### src/hdl/uart9_pkg.sv
// Purpose: Shared constants, register map and types of the nine-bit UART.
// Assumes: 32-bit APB, one aligned word per register.
// Notes: Offsets are byte addresses.
package uart9_pkg;

  // ---------------------------------------------------------------------------
  // Register map
  // ---------------------------------------------------------------------------
  localparam logic [7:0] OFF_SERIAL_CONTROL = 8'h00;
  localparam logic [7:0] OFF_SERIAL_BUFFER = 8'h04;
  localparam logic [7:0] OFF_SLAVE_ADDRESS = 8'h08;
  localparam logic [7:0] OFF_SLAVE_ADDRESS_MASK = 8'h0C;
  localparam logic [7:0] OFF_STATUS = 8'h10;

  // Control register layout, low byte of the word.
  typedef struct packed {
    logic rx_done_flag;
    logic tx_done_flag;
    logic rx_ninth_bit;
    logic tx_ninth_bit;
    logic multiproc_filter_en;
    logic rx_enable;
    logic fast_rate;
    logic mode3_sel;
  } serial_control_type;

  localparam serial_control_type CONTROL_RESET = '0;
  localparam logic [7:0] ADDRESS_RESET = 8'h00;

  // ---------------------------------------------------------------------------
  // Timing
  // ---------------------------------------------------------------------------
  localparam logic [3:0] DIV_LAST = 4'hF;
  localparam logic [3:0] SAMPLE_FIRST = 4'h7;
  localparam logic [3:0] SAMPLE_MID = 4'h8;
  localparam logic [3:0] SAMPLE_LAST = 4'h9;
  localparam logic [8:0] RX_SHIFT_INIT = 9'h1FF;

  typedef enum logic [1:0] {TX_IDLE, TX_START, TX_DATA} tx_state_type;
  typedef enum logic [1:0] {RX_IDLE, RX_FRAME, RX_HOLD} rx_state_type;

endpackage

### src/hdl/nine_bit_uart.sv
// Purpose: Eleven-bit frame UART (modes 2 and 3) with address recognition.
// Assumes: APB register access; serial_rx_i synchronous to clk_sys_i.
// Notes: timer_ovf_i is a one-cycle pulse per timer overflow.
//
// Behaviour
// - Frame is start low, eight data LSB first, ninth bit, stop high.
// - Transmitted ninth bit equals the software transmit ninth-bit value.
// - Mode 2 bit rate is clock/16 or clock/32 by software choice.
// - Mode 3 bit rate derives from timer overflow events.
// - Buffer write loads ninth bit into shifter and requests transmission.
// - Sending starts after next divide-by-16 rollover, not at the write.
// - Start bit first; shifter output a bit later; first shift after that.
// - First shift inserts the stop one; later shifts insert zeros.
// - Ninth bit at output with stop beside: last shift, end, set done.
// - Sample 16x; falling edge resets counter and loads all ones.
// - Sample at states 7, 8, 9 and take the two-of-three majority.
// - Non-zero start bit resets receiver to hunting for a falling edge.
// - Nine-bit shifter; start bit at left end triggers final shift.
// - Load only if receive-done clear and filter off or ninth bit one.
// - Failing either load condition discards the frame; flags are left unchanged.
// - Loaded frame puts ninth bit in flag, eight bits in buffer.
// - One bit time after final shift, resume hunting for falling edge.
// - Filter bit affects only the nine-bit modes present here.
// - With filter on, accept only ninth-bit-one frames matching an address.
// - Given address: bits where mask is one must equal slave address.
// - Broadcast address is address OR mask; zeros there are don't-care.
// - Reset clears slave address and mask to zero.
//
// The register addresses and the APB slave port were left to the implementer.
`timescale 1ns/1ps

module nine_bit_uart (
  // Clock, reset and enable
  input wire logic clk_sys_i,
  input wire logic resetn_i,
  input wire logic ce_i,
  // APB slave
  input wire logic psel_i,
  input wire logic penable_i,
  input wire logic pwrite_i,
  input wire logic [7:0] paddr_i,
  input wire logic [31:0] pwdata_i,
  output logic [31:0] prdata_o,
  output logic pready_o,
  output logic pslverr_o,
  // Baud source and serial line
  input wire logic timer_ovf_i,
  input wire logic serial_rx_i,
  output logic serial_tx_o,
  // Interrupt request
  output logic irq_o
);

  // ---------------------------------------------------------------------------
  // Registers
  // ---------------------------------------------------------------------------
  uart9_pkg::serial_control_type serial_control_reg;
  logic [7:0] serial_buffer_reg;
  logic [7:0] slave_address_reg;
  logic [7:0] slave_address_mask_reg;
  logic [31:0] prdata_reg;
  logic pready_reg;
  logic pslverr_reg;
  logic irq_reg;

  logic half_reg;
  logic [3:0] tx_div_reg;
  logic [3:0] rx_div_reg;
  uart9_pkg::tx_state_type tx_state_reg;
  logic tx_pending_reg;
  logic [9:0] tx_shift_reg;
  logic tx_first_reg;
  logic tx_line_reg;
  uart9_pkg::rx_state_type rx_state_reg;
  logic [8:0] rx_shift_reg;
  logic rx_line_reg;
  logic [1:0] rx_votes_reg;

  // ---------------------------------------------------------------------------
  // Bus decode
  // ---------------------------------------------------------------------------
  logic acc_done;
  logic wr_en;
  logic rd_en;
  logic hit;
  logic wr_buffer;
  logic wr_control;
  logic tx_set;
  logic rx_set;
  logic rx_load;
  logic [7:0] rx_byte;

  assign acc_done = psel_i && penable_i && pready_reg;
  assign wr_en = acc_done && pwrite_i;
  assign rd_en = psel_i && penable_i && !pready_reg && !pwrite_i;
  assign hit = (paddr_i == uart9_pkg::OFF_SERIAL_CONTROL) ||
               (paddr_i == uart9_pkg::OFF_SERIAL_BUFFER) ||
               (paddr_i == uart9_pkg::OFF_SLAVE_ADDRESS) ||
               (paddr_i == uart9_pkg::OFF_SLAVE_ADDRESS_MASK) ||
               (paddr_i == uart9_pkg::OFF_STATUS);
  assign wr_buffer = wr_en && (paddr_i == uart9_pkg::OFF_SERIAL_BUFFER);
  assign wr_control = wr_en && (paddr_i == uart9_pkg::OFF_SERIAL_CONTROL);

  // The answer is registered, so every access takes exactly one wait state while ce_i stays high; a low ce_i stalls it longer.
  always_ff @(posedge clk_sys_i) begin
    if (!resetn_i) begin
      pready_reg <= 1'b0;
      pslverr_reg <= 1'b0;
      prdata_reg <= 32'h0000_0000;
    end else if (ce_i) begin
      pready_reg <= psel_i && penable_i && !pready_reg;
      pslverr_reg <= psel_i && penable_i && !pready_reg && !hit;
      if (rd_en) begin
        case (paddr_i)
          uart9_pkg::OFF_SERIAL_CONTROL: prdata_reg <= {24'h00_0000, serial_control_reg};
          uart9_pkg::OFF_SERIAL_BUFFER: prdata_reg <= {24'h00_0000, serial_buffer_reg};
          uart9_pkg::OFF_SLAVE_ADDRESS: prdata_reg <= {24'h00_0000, slave_address_reg};
          uart9_pkg::OFF_SLAVE_ADDRESS_MASK: prdata_reg <= {24'h00_0000, slave_address_mask_reg};
          uart9_pkg::OFF_STATUS: begin
            prdata_reg <= {29'h0000_0000, tx_pending_reg, tx_state_reg != uart9_pkg::TX_IDLE,
                           rx_state_reg != uart9_pkg::RX_IDLE};
          end
          default: prdata_reg <= 32'h0000_0000;
        endcase
      end else begin
        prdata_reg <= 32'h0000_0000;
      end
    end
  end

  // ---------------------------------------------------------------------------
  // Address registers
  // ---------------------------------------------------------------------------
  always_ff @(posedge clk_sys_i) begin
    if (!resetn_i) begin
      slave_address_reg <= uart9_pkg::ADDRESS_RESET;
      slave_address_mask_reg <= uart9_pkg::ADDRESS_RESET;
    end else if (ce_i && wr_en) begin
      if (paddr_i == uart9_pkg::OFF_SLAVE_ADDRESS) begin
        slave_address_reg <= pwdata_i[7:0];
      end
      if (paddr_i == uart9_pkg::OFF_SLAVE_ADDRESS_MASK) begin
        slave_address_mask_reg <= pwdata_i[7:0];
      end
    end
  end

  // ---------------------------------------------------------------------------
  // Control register and flags
  // ---------------------------------------------------------------------------
  // Hardware setting a done flag wins over a software clear in the same cycle.
  always_ff @(posedge clk_sys_i) begin
    if (!resetn_i) begin
      serial_control_reg <= uart9_pkg::CONTROL_RESET;
    end else if (ce_i) begin
      if (wr_control) begin
        serial_control_reg <= pwdata_i[7:0];
      end
      if (tx_set) begin
        serial_control_reg.tx_done_flag <= 1'b1;
      end
      if (rx_load) begin
        serial_control_reg.rx_done_flag <= 1'b1;
        serial_control_reg.rx_ninth_bit <= vote;
      end
    end
  end

  always_ff @(posedge clk_sys_i) begin
    if (!resetn_i) begin
      irq_reg <= 1'b0;
    end else if (ce_i) begin
      irq_reg <= serial_control_reg.tx_done_flag || serial_control_reg.rx_done_flag;
    end
  end

  // ---------------------------------------------------------------------------
  // Sample tick
  // ---------------------------------------------------------------------------
  // The tick runs at sixteen times the bit rate; the slow choice halves it.
  logic base_tick;
  logic tick;

  assign base_tick = serial_control_reg.mode3_sel ? timer_ovf_i : 1'b1;
  assign tick = base_tick && (serial_control_reg.fast_rate || half_reg);

  always_ff @(posedge clk_sys_i) begin
    if (!resetn_i) begin
      half_reg <= 1'b0;
    end else if (ce_i && base_tick) begin
      half_reg <= !half_reg;
    end
  end

  // ---------------------------------------------------------------------------
  // Transmitter
  // ---------------------------------------------------------------------------
  logic tx_roll;

  assign tx_roll = tick && (tx_div_reg == uart9_pkg::DIV_LAST);
  assign tx_set = tx_roll && (tx_state_reg == uart9_pkg::TX_DATA) && !tx_first_reg &&
                  (tx_shift_reg[9:2] == 8'h00) && tx_shift_reg[1];

  always_ff @(posedge clk_sys_i) begin
    if (!resetn_i) begin
      tx_div_reg <= 4'h0;
    end else if (ce_i && tick) begin
      tx_div_reg <= tx_div_reg + 4'h1;
    end
  end

  always_ff @(posedge clk_sys_i) begin
    if (!resetn_i) begin
      tx_pending_reg <= 1'b0;
      tx_shift_reg <= 10'h000;
    end else if (ce_i) begin
      if (wr_buffer) begin
        tx_pending_reg <= 1'b1;
        tx_shift_reg <= {1'b0, serial_control_reg.tx_ninth_bit, pwdata_i[7:0]};
      end else if (tx_roll && tx_state_reg == uart9_pkg::TX_IDLE) begin
        tx_pending_reg <= 1'b0;
      end else if (tx_roll && tx_state_reg == uart9_pkg::TX_DATA) begin
        if (tx_first_reg) begin
          tx_shift_reg <= {1'b0, 1'b1, tx_shift_reg[8:1]};
        end else begin
          tx_shift_reg <= {1'b0, tx_shift_reg[9:1]};
        end
      end
    end
  end

  always_ff @(posedge clk_sys_i) begin
    if (!resetn_i) begin
      tx_state_reg <= uart9_pkg::TX_IDLE;
      tx_first_reg <= 1'b0;
    end else if (ce_i && tx_roll) begin
      case (tx_state_reg)
        uart9_pkg::TX_IDLE: begin
          if (tx_pending_reg) begin
            tx_state_reg <= uart9_pkg::TX_START;
          end
        end
        uart9_pkg::TX_START: begin
          tx_state_reg <= uart9_pkg::TX_DATA;
          tx_first_reg <= 1'b1;
        end
        uart9_pkg::TX_DATA: begin
          tx_first_reg <= 1'b0;
          if (tx_set) begin
            tx_state_reg <= uart9_pkg::TX_IDLE;
          end
        end
        default: tx_state_reg <= uart9_pkg::TX_IDLE;
      endcase
    end
  end

  // The line is idle high, so the stop bit simply stays after sending ends.
  always_ff @(posedge clk_sys_i) begin
    if (!resetn_i) begin
      tx_line_reg <= 1'b1;
    end else if (ce_i) begin
      case (tx_state_reg)
        uart9_pkg::TX_START: tx_line_reg <= 1'b0;
        uart9_pkg::TX_DATA: tx_line_reg <= tx_shift_reg[0];
        default: tx_line_reg <= 1'b1;
      endcase
    end
  end

  // ---------------------------------------------------------------------------
  // Receiver
  // ---------------------------------------------------------------------------
  logic rx_fall;
  logic vote_point;
  logic vote;
  logic given_match;
  logic bcast_match;
  logic [7:0] bcast_addr;

  assign rx_fall = tick && rx_line_reg && !serial_rx_i;
  assign vote_point = tick && (rx_div_reg == uart9_pkg::SAMPLE_LAST);
  assign vote = (rx_votes_reg[0] && rx_votes_reg[1]) ||
                (serial_rx_i && (rx_votes_reg[0] || rx_votes_reg[1]));

  // The first eight bits arrived least significant first from the right.
  always_comb begin
    rx_byte = 8'h00;
    for (int i = 0; i < 8; i++) begin
      rx_byte[i] = rx_shift_reg[7 - i];
    end
  end

  assign given_match = ((rx_byte ^ slave_address_reg) & slave_address_mask_reg) == 8'h00;
  assign bcast_addr = slave_address_reg | slave_address_mask_reg;
  assign bcast_match = (~rx_byte & bcast_addr) == 8'h00;
  assign rx_set = vote_point && (rx_state_reg == uart9_pkg::RX_FRAME) && !rx_shift_reg[8];
  // Only the nine-bit modes exist here, so the filter always means address mode.
  assign rx_load = rx_set && !serial_control_reg.rx_done_flag &&
                   (!serial_control_reg.multiproc_filter_en ||
                    (vote && (given_match || bcast_match)));

  always_ff @(posedge clk_sys_i) begin
    if (!resetn_i) begin
      rx_line_reg <= 1'b1;
    end else if (ce_i && tick) begin
      rx_line_reg <= serial_rx_i;
    end
  end

  always_ff @(posedge clk_sys_i) begin
    if (!resetn_i) begin
      rx_div_reg <= 4'h0;
      rx_votes_reg <= 2'b00;
    end else if (ce_i && tick) begin
      if (rx_state_reg == uart9_pkg::RX_IDLE && rx_fall) begin
        rx_div_reg <= 4'h0;
      end else begin
        rx_div_reg <= rx_div_reg + 4'h1;
      end
      if (rx_div_reg == uart9_pkg::SAMPLE_FIRST) begin
        rx_votes_reg[0] <= serial_rx_i;
      end
      if (rx_div_reg == uart9_pkg::SAMPLE_MID) begin
        rx_votes_reg[1] <= serial_rx_i;
      end
    end
  end

  always_ff @(posedge clk_sys_i) begin
    if (!resetn_i) begin
      rx_state_reg <= uart9_pkg::RX_IDLE;
      rx_shift_reg <= uart9_pkg::RX_SHIFT_INIT;
    end else if (ce_i) begin
      case (rx_state_reg)
        uart9_pkg::RX_IDLE: begin
          if (rx_fall && serial_control_reg.rx_enable) begin
            rx_state_reg <= uart9_pkg::RX_FRAME;
            rx_shift_reg <= uart9_pkg::RX_SHIFT_INIT;
          end
        end
        uart9_pkg::RX_FRAME: begin
          if (vote_point) begin
            if (rx_shift_reg == uart9_pkg::RX_SHIFT_INIT && vote) begin
              rx_state_reg <= uart9_pkg::RX_IDLE;
            end else begin
              rx_shift_reg <= {rx_shift_reg[7:0], vote};
              if (!rx_shift_reg[8]) begin
                rx_state_reg <= uart9_pkg::RX_HOLD;
              end
            end
          end
        end
        uart9_pkg::RX_HOLD: begin
          if (vote_point) begin
            rx_state_reg <= uart9_pkg::RX_IDLE;
          end
        end
        default: rx_state_reg <= uart9_pkg::RX_IDLE;
      endcase
    end
  end

  always_ff @(posedge clk_sys_i) begin
    if (!resetn_i) begin
      serial_buffer_reg <= 8'h00;
    end else if (ce_i && rx_load) begin
      serial_buffer_reg <= rx_byte;
    end
  end

  assign prdata_o = prdata_reg;
  assign pready_o = pready_reg;
  assign pslverr_o = pslverr_reg;
  assign serial_tx_o = tx_line_reg;
  assign irq_o = irq_reg;

endmodule // nine_bit_uart

### config.mk
export PLATFORM = sky130hd
export DESIGN_NAME = nine_bit_uart
export DESIGN_NICKNAME = d
export VERILOG_FILES = /design/src/hdl/uart9_pkg.sv /design/src/hdl/nine_bit_uart.sv
export SDC_FILE = /design/constraint.sdc
export NUM_CORES = 1
export LEC_CHECK = 0
export ABC_CLOCK_PERIOD_IN_PS = 2110
export BUFFER_PORTS_ARGS = -buffer_cell sky130_fd_sc_hd__buf_4
export CAP_MARGIN = 40
export CORE_UTILIZATION = 45
export CTS_CLUSTER_SIZE = 14
export DETAILED_ROUTE_END_ITERATION = 16
export MAX_ROUTING_LAYER = met4
export PLACE_DENSITY = 0.77
export SLEW_MARGIN = 30
export SYNTH_ARGS = -nofsm -noshare
export SYNTH_HDL_FRONTEND = slang
export SYNTH_SLANG_ARGS = --single-unit
### constraint.sdc
create_clock -name clk_sys_i -period 2.11 [get_ports clk_sys_i]
set_input_delay 0.422 -clock clk_sys_i [delete_from_list [all_inputs] [get_ports clk_sys_i]]
set_output_delay 0.422 -clock clk_sys_i [all_outputs]
set_load 0.02 [all_outputs]
### After elaboration in Yosys (flattened, before gate mapping)

Cells that the tools add are included.

| word-level totals | value |
|---|---|
| register bits | 105 |
| word-level logic and storage cells | 164 |

| cells by class | value |
|---|---|
| $add $sub $neg | 2 |
| equal/unequal tests | 21 |
| mux-type cells | 29 |
| bitwise gates (word level) | 5 |
| reduce and logical (&&, ||, !) cells | 79 |

Operator list:

| operator | number |
|---|---|
| $pmux W8 S5 | 1 |
| $mux W9 | 4 |
| $logic_and A1 B1 Y1 | 33 |
| $logic_not A8 Y1 | 4 |
| $mux W32 | 1 |
| $mux W10 | 3 |
| $pmux W9 S2 | 1 |
| $reduce_and A2 Y1 | 9 |
| $and A8 B8 Y8 | 2 |
| $eq A8 B4 Y1 const B | 2 |
| $reduce_bool A2 Y1 | 8 |
| $mux W2 | 7 |
| $eq A4 B4 Y1 const B | 3 |
| $ne A2 B2 Y1 const B | 6 |
| $pmux W2 S3 | 2 |
| $logic_or A1 B1 Y1 | 10 |
| $reduce_and A5 Y1 | 2 |
| $eq A9 B9 Y1 const B | 1 |
| $logic_not A1 Y1 | 9 |
| $add A4 B1 Y4 const B | 2 |
| $eq A8 B3 Y1 const B | 1 |
| $eq A8 B5 Y1 const B | 1 |
| $mux W8 | 1 |
| $not A8 Y8 | 1 |
| 12 further kinds | 22 |

### Depth between registers and ports, before layout

Gate-level depths: netlist of the first run.

| logic depth | value |
|---|---|
| depth after elaboration | 9 |
| gate-level depth with buffers | 9 |
| gate-level depth less buffers | 8 |

### Worst setup path before layout of the first run

Ideal clock, no wire load.

| path | value |
|---|---|
| path kind | input -> register |
| start | in paddr_i[1] |
| end | reg tx_shift_reg[7] |
| arrival | 2.091 ns |
| data required time | 2.031 ns |
| slack | -0.061 ns |
| stages on the path | 7 |
| buffers on the path | 1 |
| cells stage by stage | or4_4 -> nor4_4 -> nand3b_2 -> a21oi_4 -> buf_6 -> nor2_1 -> a211oi_2 |

| between the ends | value |
|---|---|
| word-level cells in the longest chain between the ends | 4 |

Ends and longest elaborated chain:

| what | RTL line | RTL |
|---|---|---|
| from (decl) | nine_bit_uart.sv:41 | `input wire logic [7:0] paddr_i,` |
| $eq A8 B3 Y1 * | nine_bit_uart.sv:101 | `assign wr_buffer = wr_en && (paddr_i == uart9_pkg::OFF_SERIAL_BUFFER);` |
| $logic_and A1 B1 Y1 * | nine_bit_uart.sv:101 |  |
| $ne A2 B2 Y1 (no line) / $reduce_bool A2 Y1 (equally long branches) | - |  |
| $reduce_and A3 Y1 (no line) | - |  |
| to (signal assigned) | nine_bit_uart.sv:219 | `tx_shift_reg <= {1'b0, serial_control_reg.tx_ninth_bit, pwdata_i[7:0]};` |
| to (signal assigned) | nine_bit_uart.sv:224 | `tx_shift_reg <= {1'b0, 1'b1, tx_shift_reg[8:1]};` |
| to (signal assigned) | nine_bit_uart.sv:226 | `tx_shift_reg <= {1'b0, tx_shift_reg[9:1]};` |
| to (decl) | nine_bit_uart.sv:71 | `logic [9:0] tx_shift_reg;` |

Mark *: on every way between the ends. The rest lies on a longest branch, timed or not.
A chain may end at the register's enable or synchronous reset.

### Final worst setup path of the first run

| path | value |
|---|---|
| start | reg rx_div_reg[1] |
| end | reg rx_shift_reg[0] |

| between the ends | value |
|---|---|
| word-level cells in the longest chain between the ends | 4 |

Ends and longest elaborated chain:

| what | RTL line | RTL |
|---|---|---|
| from (decl) | nine_bit_uart.sv:68 | `logic [3:0] rx_div_reg;` |
| from (signal assigned) | nine_bit_uart.sv:319 | `rx_div_reg <= rx_div_reg + 4'h1;` |
| $eq A4 B4 Y1 | nine_bit_uart.sv:282 | `assign vote_point = tick && (rx_div_reg == uart9_pkg::SAMPLE_LAST);` |
| $logic_and A1 B1 Y1 | nine_bit_uart.sv:282 |  |
| $ne A2 B2 Y1 (no line) | - |  |
| $reduce_and A5 Y1 (no line) | - |  |
| to (signal assigned) | nine_bit_uart.sv:333 | `rx_shift_reg <= uart9_pkg::RX_SHIFT_INIT;` |
| to (signal assigned) | nine_bit_uart.sv:339 | `rx_shift_reg <= uart9_pkg::RX_SHIFT_INIT;` |
| to (signal assigned) | nine_bit_uart.sv:347 | `rx_shift_reg <= {rx_shift_reg[7:0], vote};` |
| to (decl) | nine_bit_uart.sv:75 | `logic [8:0] rx_shift_reg;` |

Every way passes these cells.

==> impl_metrics.yaml, run 1 <==
global_routing:
  grt_max_degree: 61
  first_global_vias: 3169
  grt_remaining_overflow: 0
  grtUsageTotal_pct: 21.3
  grt_antenna_before_repair: 0
  grt_pass1_wl_um: 15600
critical_path:
  crit_chain: "inv_2 > ha_4 > nand3b_1 > or4b_4 > buf_6 > a31oi_4 > o21bai_4 > buf_6 > mux2i_1 > nand2_1"
  crit_path_end_kind: "register"
  critPathKind: "reg2reg"
  start_kind: "register"
  cp_max_fo: 4
  critPathLaunch: "rx_div_reg[1]"
  crit_buf_inv: 3
  reg2reg_depth: 10
  crit_top_cell: "buf_6"
  cp.required_ns: 2.36
  crit_path_end: "rx_shift_reg[0]"
  timing.rr.end: "rx_shift_reg[0]"
  r2r_slack_ns: 0.02
  path_delay_family: "simple AND/OR/NAND/NOR gates"
  critPathSlowestCell: "or4b_4"
  crit_arrival_ns: 2.34
  reg2reg_from: "rx_div_reg[1]"
  cp.depth: 10
  max_stage_delay_ns: 0.57
sta:
  fmax_ghz: 0.479
  tightest_slew_ns: 0.626
  rsz0062_at_grt: "true"
  slew_headroom_pct: 58.2
  final_max_slew_viol_count: 0
  period_needed_ns: 2.09
  fin_skew_ns: 0.00982
  hold_viol_final: 0
  setup_viol: 0
  final.setup.tns_ns: 0
  period_share_pct: 98.9
cts:
  cts_tree: "built"
  holdBufCountCts: 0
  cts_buffer_depth: 2
  clock-sinks: 80
  clk_latency_ns: 0.37
  cts-root-buf: "clkbuf_8"
  clk_pin_slew_worst_paths_ns: 0.08
  htree_levels: 3
  cts_buffers: 9
synthesis:
  synth.distinct_cells: 56
  yosys.area.top_type: "dfxtp_1"
  synth-async-reset-ratio_pct: 0
  synthMuxAreaShare_pct: 18.6
  synth_seq_cells: 80
  synthCells: 436
  synth_compound_area_share_pct: 10.1
  synth_top_family_by_area: "simple AND/OR/NAND/NOR gates"
  synth_edf_count: 0
  synth_flop_cell: "dfxtp_1"
  synth_top_area_share_pct: 39.2
  netlist_area_um2: 4080
  avgSynthCellArea_um2: 9.36
  synth-xor-area-share_pct: 3.22
  yosys-top-cells-area: "dfxtp_1 (39%), mux2i_1 (14%), nor2_1 (6.8%)"
  synth-warning-count: 0
  yosysSeqAreaShare_pct: 39.2
  yosys.area_share.adder_pct: 2.70
  yosys.area_share.simple_pct: 18.8
run_status:
  outcome: "complete, no violations"
floorplan:
  rows: 34
  fp.dieW_um: 97.2
  io_pins: 84
  die_h_um: 97.2
  core_um2: 8760
  dieArea_um2: 9450
  initial_core_util_pct: 46.6
routing:
  dr_total_vias: 3357
  post_drt_wl_per_cell_um: 15.4
  wirelength_um: 9380
  dr_wl_met3_um: 729
  ant_nets: 0
  viasPerCell: 5.53
  routedLengthMet1_um: 3960
  met2WireLength_um: 4460
  drt_iter0_drc: 214
  drtPass1Iterations: 5
  drc: 0
  dr.max_layer_used: "met4"
placed_design:
  gp_congestion: 0.842
  dp_cells: 588
  dpl_cell_area_um2: 4540
  hpwl_um: 6780
  numPortBuffers: 35
power:
  ir_drop_uv: 271
  clock_power_share_pct: 38.9
  intPower_mw: 2.13
  comb_power_share_pct: 7.4
  power.leakage_nw: 2.20
  pwr-share-seq_pct: 53.7
  switching_power_mw: 0.709
  p_total_mw: 2.84
  switching_share_pct: 25.0
  powerDensity_nw_per_um2: 587
finish:
  synthToLayoutAreaGrowth_pct: 18.4
  fin_area_um2: 4830
  antennaDiodeCount: 0
  fin_cells: 607
  num-nets-final: 550
  layout-drive-gt1-share_pct: 21.8
run:
  cap_viol_max_count: 0
min_path:
  hold_path.class: "in2reg"
how the worst min path moves through the flow:
stage / slack (ns) / from / end / cells past startpoint
2_1_floorplan: 0.43 / serial_control_reg[5] / serial_control_reg[5] / 2
3_3_place_gp: 0.45 / serial_control_reg[5] / serial_control_reg[5] / 2
3_5_place_dp: 0.46 / serial_control_reg[5] / serial_control_reg[5] / 2
4_1_cts: 0.31 / serial_rx_i / rx_line_reg / 3
5_1_grt: 0.31 / serial_rx_i / rx_line_reg / 3
6_report: 0.31 / serial_rx_i / rx_line_reg / 3
layout make-up:
| class | instances | area [um2] |
|---|---|---|
| inverter | 10 | 37.5 |
| clock inverter | 6 | 60.1 |
| multi-input combinational | 327 | 2340 |
| clock buffer | 10 | 128 |
| tap | 108 | 135 |
| timing repair buffer | 66 | 532 |
| sequential | 80 | 1600 |
| fill | 744 | 3930 |
cells by family after synthesis:
group                      after synthesis
other                                    1
buffers and inverters                   52
DFF                                     80
muxes                                   66
adders and majority gates                9
and+or+nand+nor                        155
AOI/OAI and AO/OA                       58
xor gates and xnor gates                15
cell usage in the layout, fill, tap and decap left out, types with 9 or more instances in the layout:
master,instances
a21oi_1,9
a22oi_1,11
buf_4,61
clkbuf_8,9
conb_1,24
dfxtp_1,78
mux2i_1,58
nand2_1,24
nand2b_1,12
nor2_1,74
o21ai_0,9
xor2_1,12
timing repair:
action / CTS / global route
gates cloned: 0 / 1
pin swaps: 0 / 4
endpoints found under the setup margin: 13 / 26
resized for setup: 3 / 16
setup buffers: 0 / 2
routing by layer:
| layer | GRT usage, % | vias up |
|---|---|---|
| met5 | - | - |
| met3 | 5.83 | 22 |
| met2 | 33.3 | 157 |
| met4 | 8.14 | 0 |
| li1 | - | 1605 |
| met1 | 26.2 | 1573 |
tightest hold or removal path: cells and delay by family:
kind | cells | cell delay (ns)
mux | 1 | 0.07
simple gates | 1 | 0.06
buf+inv | 1 | 0.11
stage by stage:
step                worst slack [ns]  hold slack [ns]  utilization [%]
finish                        0.0228            0.313             55.1
global route                 -0.0595            0.313             55.1
CTS                         0.000523            0.310             54.1
detailed placement            -0.124            0.463             51.8
global placement             -0.0661            0.451             51.8
floorplan                    -0.0606            0.432                -
power by group through the flow:
stage               clock (mW)  sequential, mW  combinational (mW)
global placement             0            1.56               0.200
CTS                       1.12            1.52               0.205
finish                    1.10            1.52               0.209
floorplan                    0            1.56               0.148
detailed placement           0            1.56               0.205
global route              1.20            1.53               0.224
cells in the mapped netlist, types with 2 or more instances:
library cell,n
nand3_1,2
o2bb2ai_1,2
xnor2_1,3
nand4_1,8
a211oi_1,8
inv_1,9
nand2_1,24
nand2b_1,12
a22oi_1,11
and4_1,3
buf_4,24
xor2_1,12
nor2_1,74
nor2b_1,4
o21bai_1,4
clkbuf_1,12
and2_1,2
mux4_2,8
dfxtp_1,80
a31oi_1,2
or2_2,2
nand4b_1,4
buf_1,2
a21oi_1,9
buf_2,3
nor3_1,9
mux2i_1,58
ha_1,8
o21ai_0,9
o22ai_1,2
Power figures use the tool's default switching activity.
==> run 2: changes to the inputs <==
--- a/config.mk
+++ b/config.mk
@@ -8,11 +8,12 @@
 export ABC_CLOCK_PERIOD_IN_PS = 2110
 export BUFFER_PORTS_ARGS = -buffer_cell sky130_fd_sc_hd__buf_4
 export CAP_MARGIN = 40
+export CORE_MARGIN = 2
 export CORE_UTILIZATION = 45
-export CTS_CLUSTER_SIZE = 14
 export DETAILED_ROUTE_END_ITERATION = 16
 export MAX_ROUTING_LAYER = met4
 export PLACE_DENSITY = 0.77
+export SKIP_LAST_GASP = 1
 export SLEW_MARGIN = 30
 export SYNTH_ARGS = -nofsm -noshare
 export SYNTH_HDL_FRONTEND = slang
==> impl_metrics.yaml, run 2 (synthesized netlist as in run 1, its figures left out) <==
routing:
  drtPass1Iterations: 4
  drt_iter0_drc: 164
  viasPerCell: 5.54
  dr_total_vias: 3367
  post_drt_wl_per_cell_um: 16.4
  ant_nets: 0
  wirelength_um: 9960
  drc: 0
floorplan:
  core_um2: 8760
  dieArea_um2: 9850
  initial_core_util_pct: 46.6
  fp.dieW_um: 99.2
  rows: 34
  io_pins: 84
  die_h_um: 99.2
finish:
  layout_common_cells: "dfxtp_1 (78), nor2_1 (74), buf_4 (61)"
  layout-drive-gt1-share_pct: 22.2
  antennaDiodeCount: 0
  final_common_cell: "dfxtp_1"
  final_core_util_pct: 55.5
  num-nets-final: 551
  synthToLayoutAreaGrowth_pct: 19.1
sta:
  slew_headroom_pct: 60.4
  hold_viol_final: 0
  rsz0062_at_grt: "true"
  fin_skew_ns: 0.00959
  setup_viol: 1
  timing.hold.ws_ns: 0.332
  final.setup.tns_ns: -0.00706
  tightest_slew_ns: 0.593
  final_max_slew_viol_count: 0
  fmax_ghz: 0.472
  period_share_pct: 100
  fin_ws_ns: -0.00706
  period_needed_ns: 2.12
cts:
  clock-sinks: 80
  cts_tree: "built"
  htree_levels: 3
  clk_pin_slew_worst_paths_ns: 0.08
  cts_buffers: 9
  clk_latency_ns: 0.36
  cts-root-buf: "clkbuf_8"
  holdBufCountCts: 0
  cts_buffer_depth: 2
run:
  cap_viol_max_count: 0
global_routing:
  grt_pass1_wl_um: 16100
  grt_util_met2_pct: 35.0
  met1_usage_pct: 25.0
  top_usage_layer: "met2"
  grt_antenna_before_repair: 0
  grt_max_degree: 61
  met3_usage_pct: 5.13
  grt_remaining_overflow: 0
  grtUsageTotal_pct: 21.4
  first_global_vias: 3301
critical_path:
  r2r_slack_ns: -0.007
  crit_arrival_ns: 2.36
  critPathLaunch: "rx_div_reg[1]"
  crit_path_end: "rx_shift_reg[0]"
  critPathKind: "reg2reg"
  reg2reg_from: "rx_div_reg[1]"
  cp.required_ns: 2.35
  start_kind: "register"
  timing.rr.end: "rx_shift_reg[0]"
  crit_path_end_kind: "register"
  cp_max_fo: 5
  reg2reg_depth: 10
min_path:
  hold_path.class: "in2reg"
  worstHoldPathCells: 3
run_status:
  violations: "negative setup slack"
  outcome: "finished, violations left"
power:
  ir_drop_uv: 353
  p_total_mw: 2.88
  power.leakage_nw: 2.22
  powerDensity_nw_per_um2: 593
placed_design:
  hpwl_um: 7220
  numPortBuffers: 35
  pre_cts_slack_ns: -0.153
  gp_congestion: 0.940
run 2: cell count changes in the layout (fill, tap and decap cells not counted), moves of 2 or more:
cell / before / now
clkinvlp_4: 2 / 0
clkinv_2: 3 / 1
inv_6: 0 / 2
clkinv_4: 0 / 3
run 2: worst min-delay path by stage:
stage,start,to,slack [ns]
3_3_place_gp,serial_control_reg[5],serial_control_reg[5],0.45
4_1_cts,pwdata_i[2],serial_control_reg[2],0.32
2_1_floorplan,serial_control_reg[5],serial_control_reg[5],0.43
3_5_place_dp,serial_control_reg[5],serial_control_reg[5],0.46
6_report,serial_rx_i,rx_line_reg,0.33
5_1_grt,pwdata_i[7],slave_address_mask_reg[7],0.34
run 2: cell type report:
cell class                      instances  area, um2
Multi-Input combinational cell        327       2330
Clock buffer                            9        124
Tap cell                              108        135
Timing Repair Buffer                   67        552
Inverter                               10       37.5
Clock inverter                          7       78.8
Sequential cell                        80       1600
Fill cell                             751       3900
run 2: per-layer routing:
metal | wire [um] | part of all wire [%]
met1 | 4190 | 42
met2 | 4740 | 48
met3 | 641 | 6.4
met4 | 393 | 3.9
met5 | 0 | 0
run 2: stage by stage:
step,instance area [um2],instances
after floorplan,4170,459
after global placement,4550,587
after detailed placement,4550,587
after CTS,4760,603
after global routing,4860,608
final,4860,608
run 2: timing repair:
item,in CTS,in global routing
buffers inserted,0,4
endpoints found under the setup margin,10,25
cloned,0,1
gates resized for setup,3,16
pin swaps,0,4
run 2: power breakdown:
group          total [mW]  internal (mW)  switching, mW
sequential           1.53           1.52        0.00757
combinational       0.211         0.0727          0.138
clock                1.15          0.559          0.589
run 2: worst max-delay path: stages (launching register included):
cell      delay [ns]
dfxtp_2         0.33
inv_2           0.07
ha_4            0.12
nand3b_1        0.10
or4b_4          0.57
buf_6           0.16
a31oi_4         0.15
o21bai_4        0.10
buf_6           0.14
mux2i_2         0.19
nand2_1         0.07
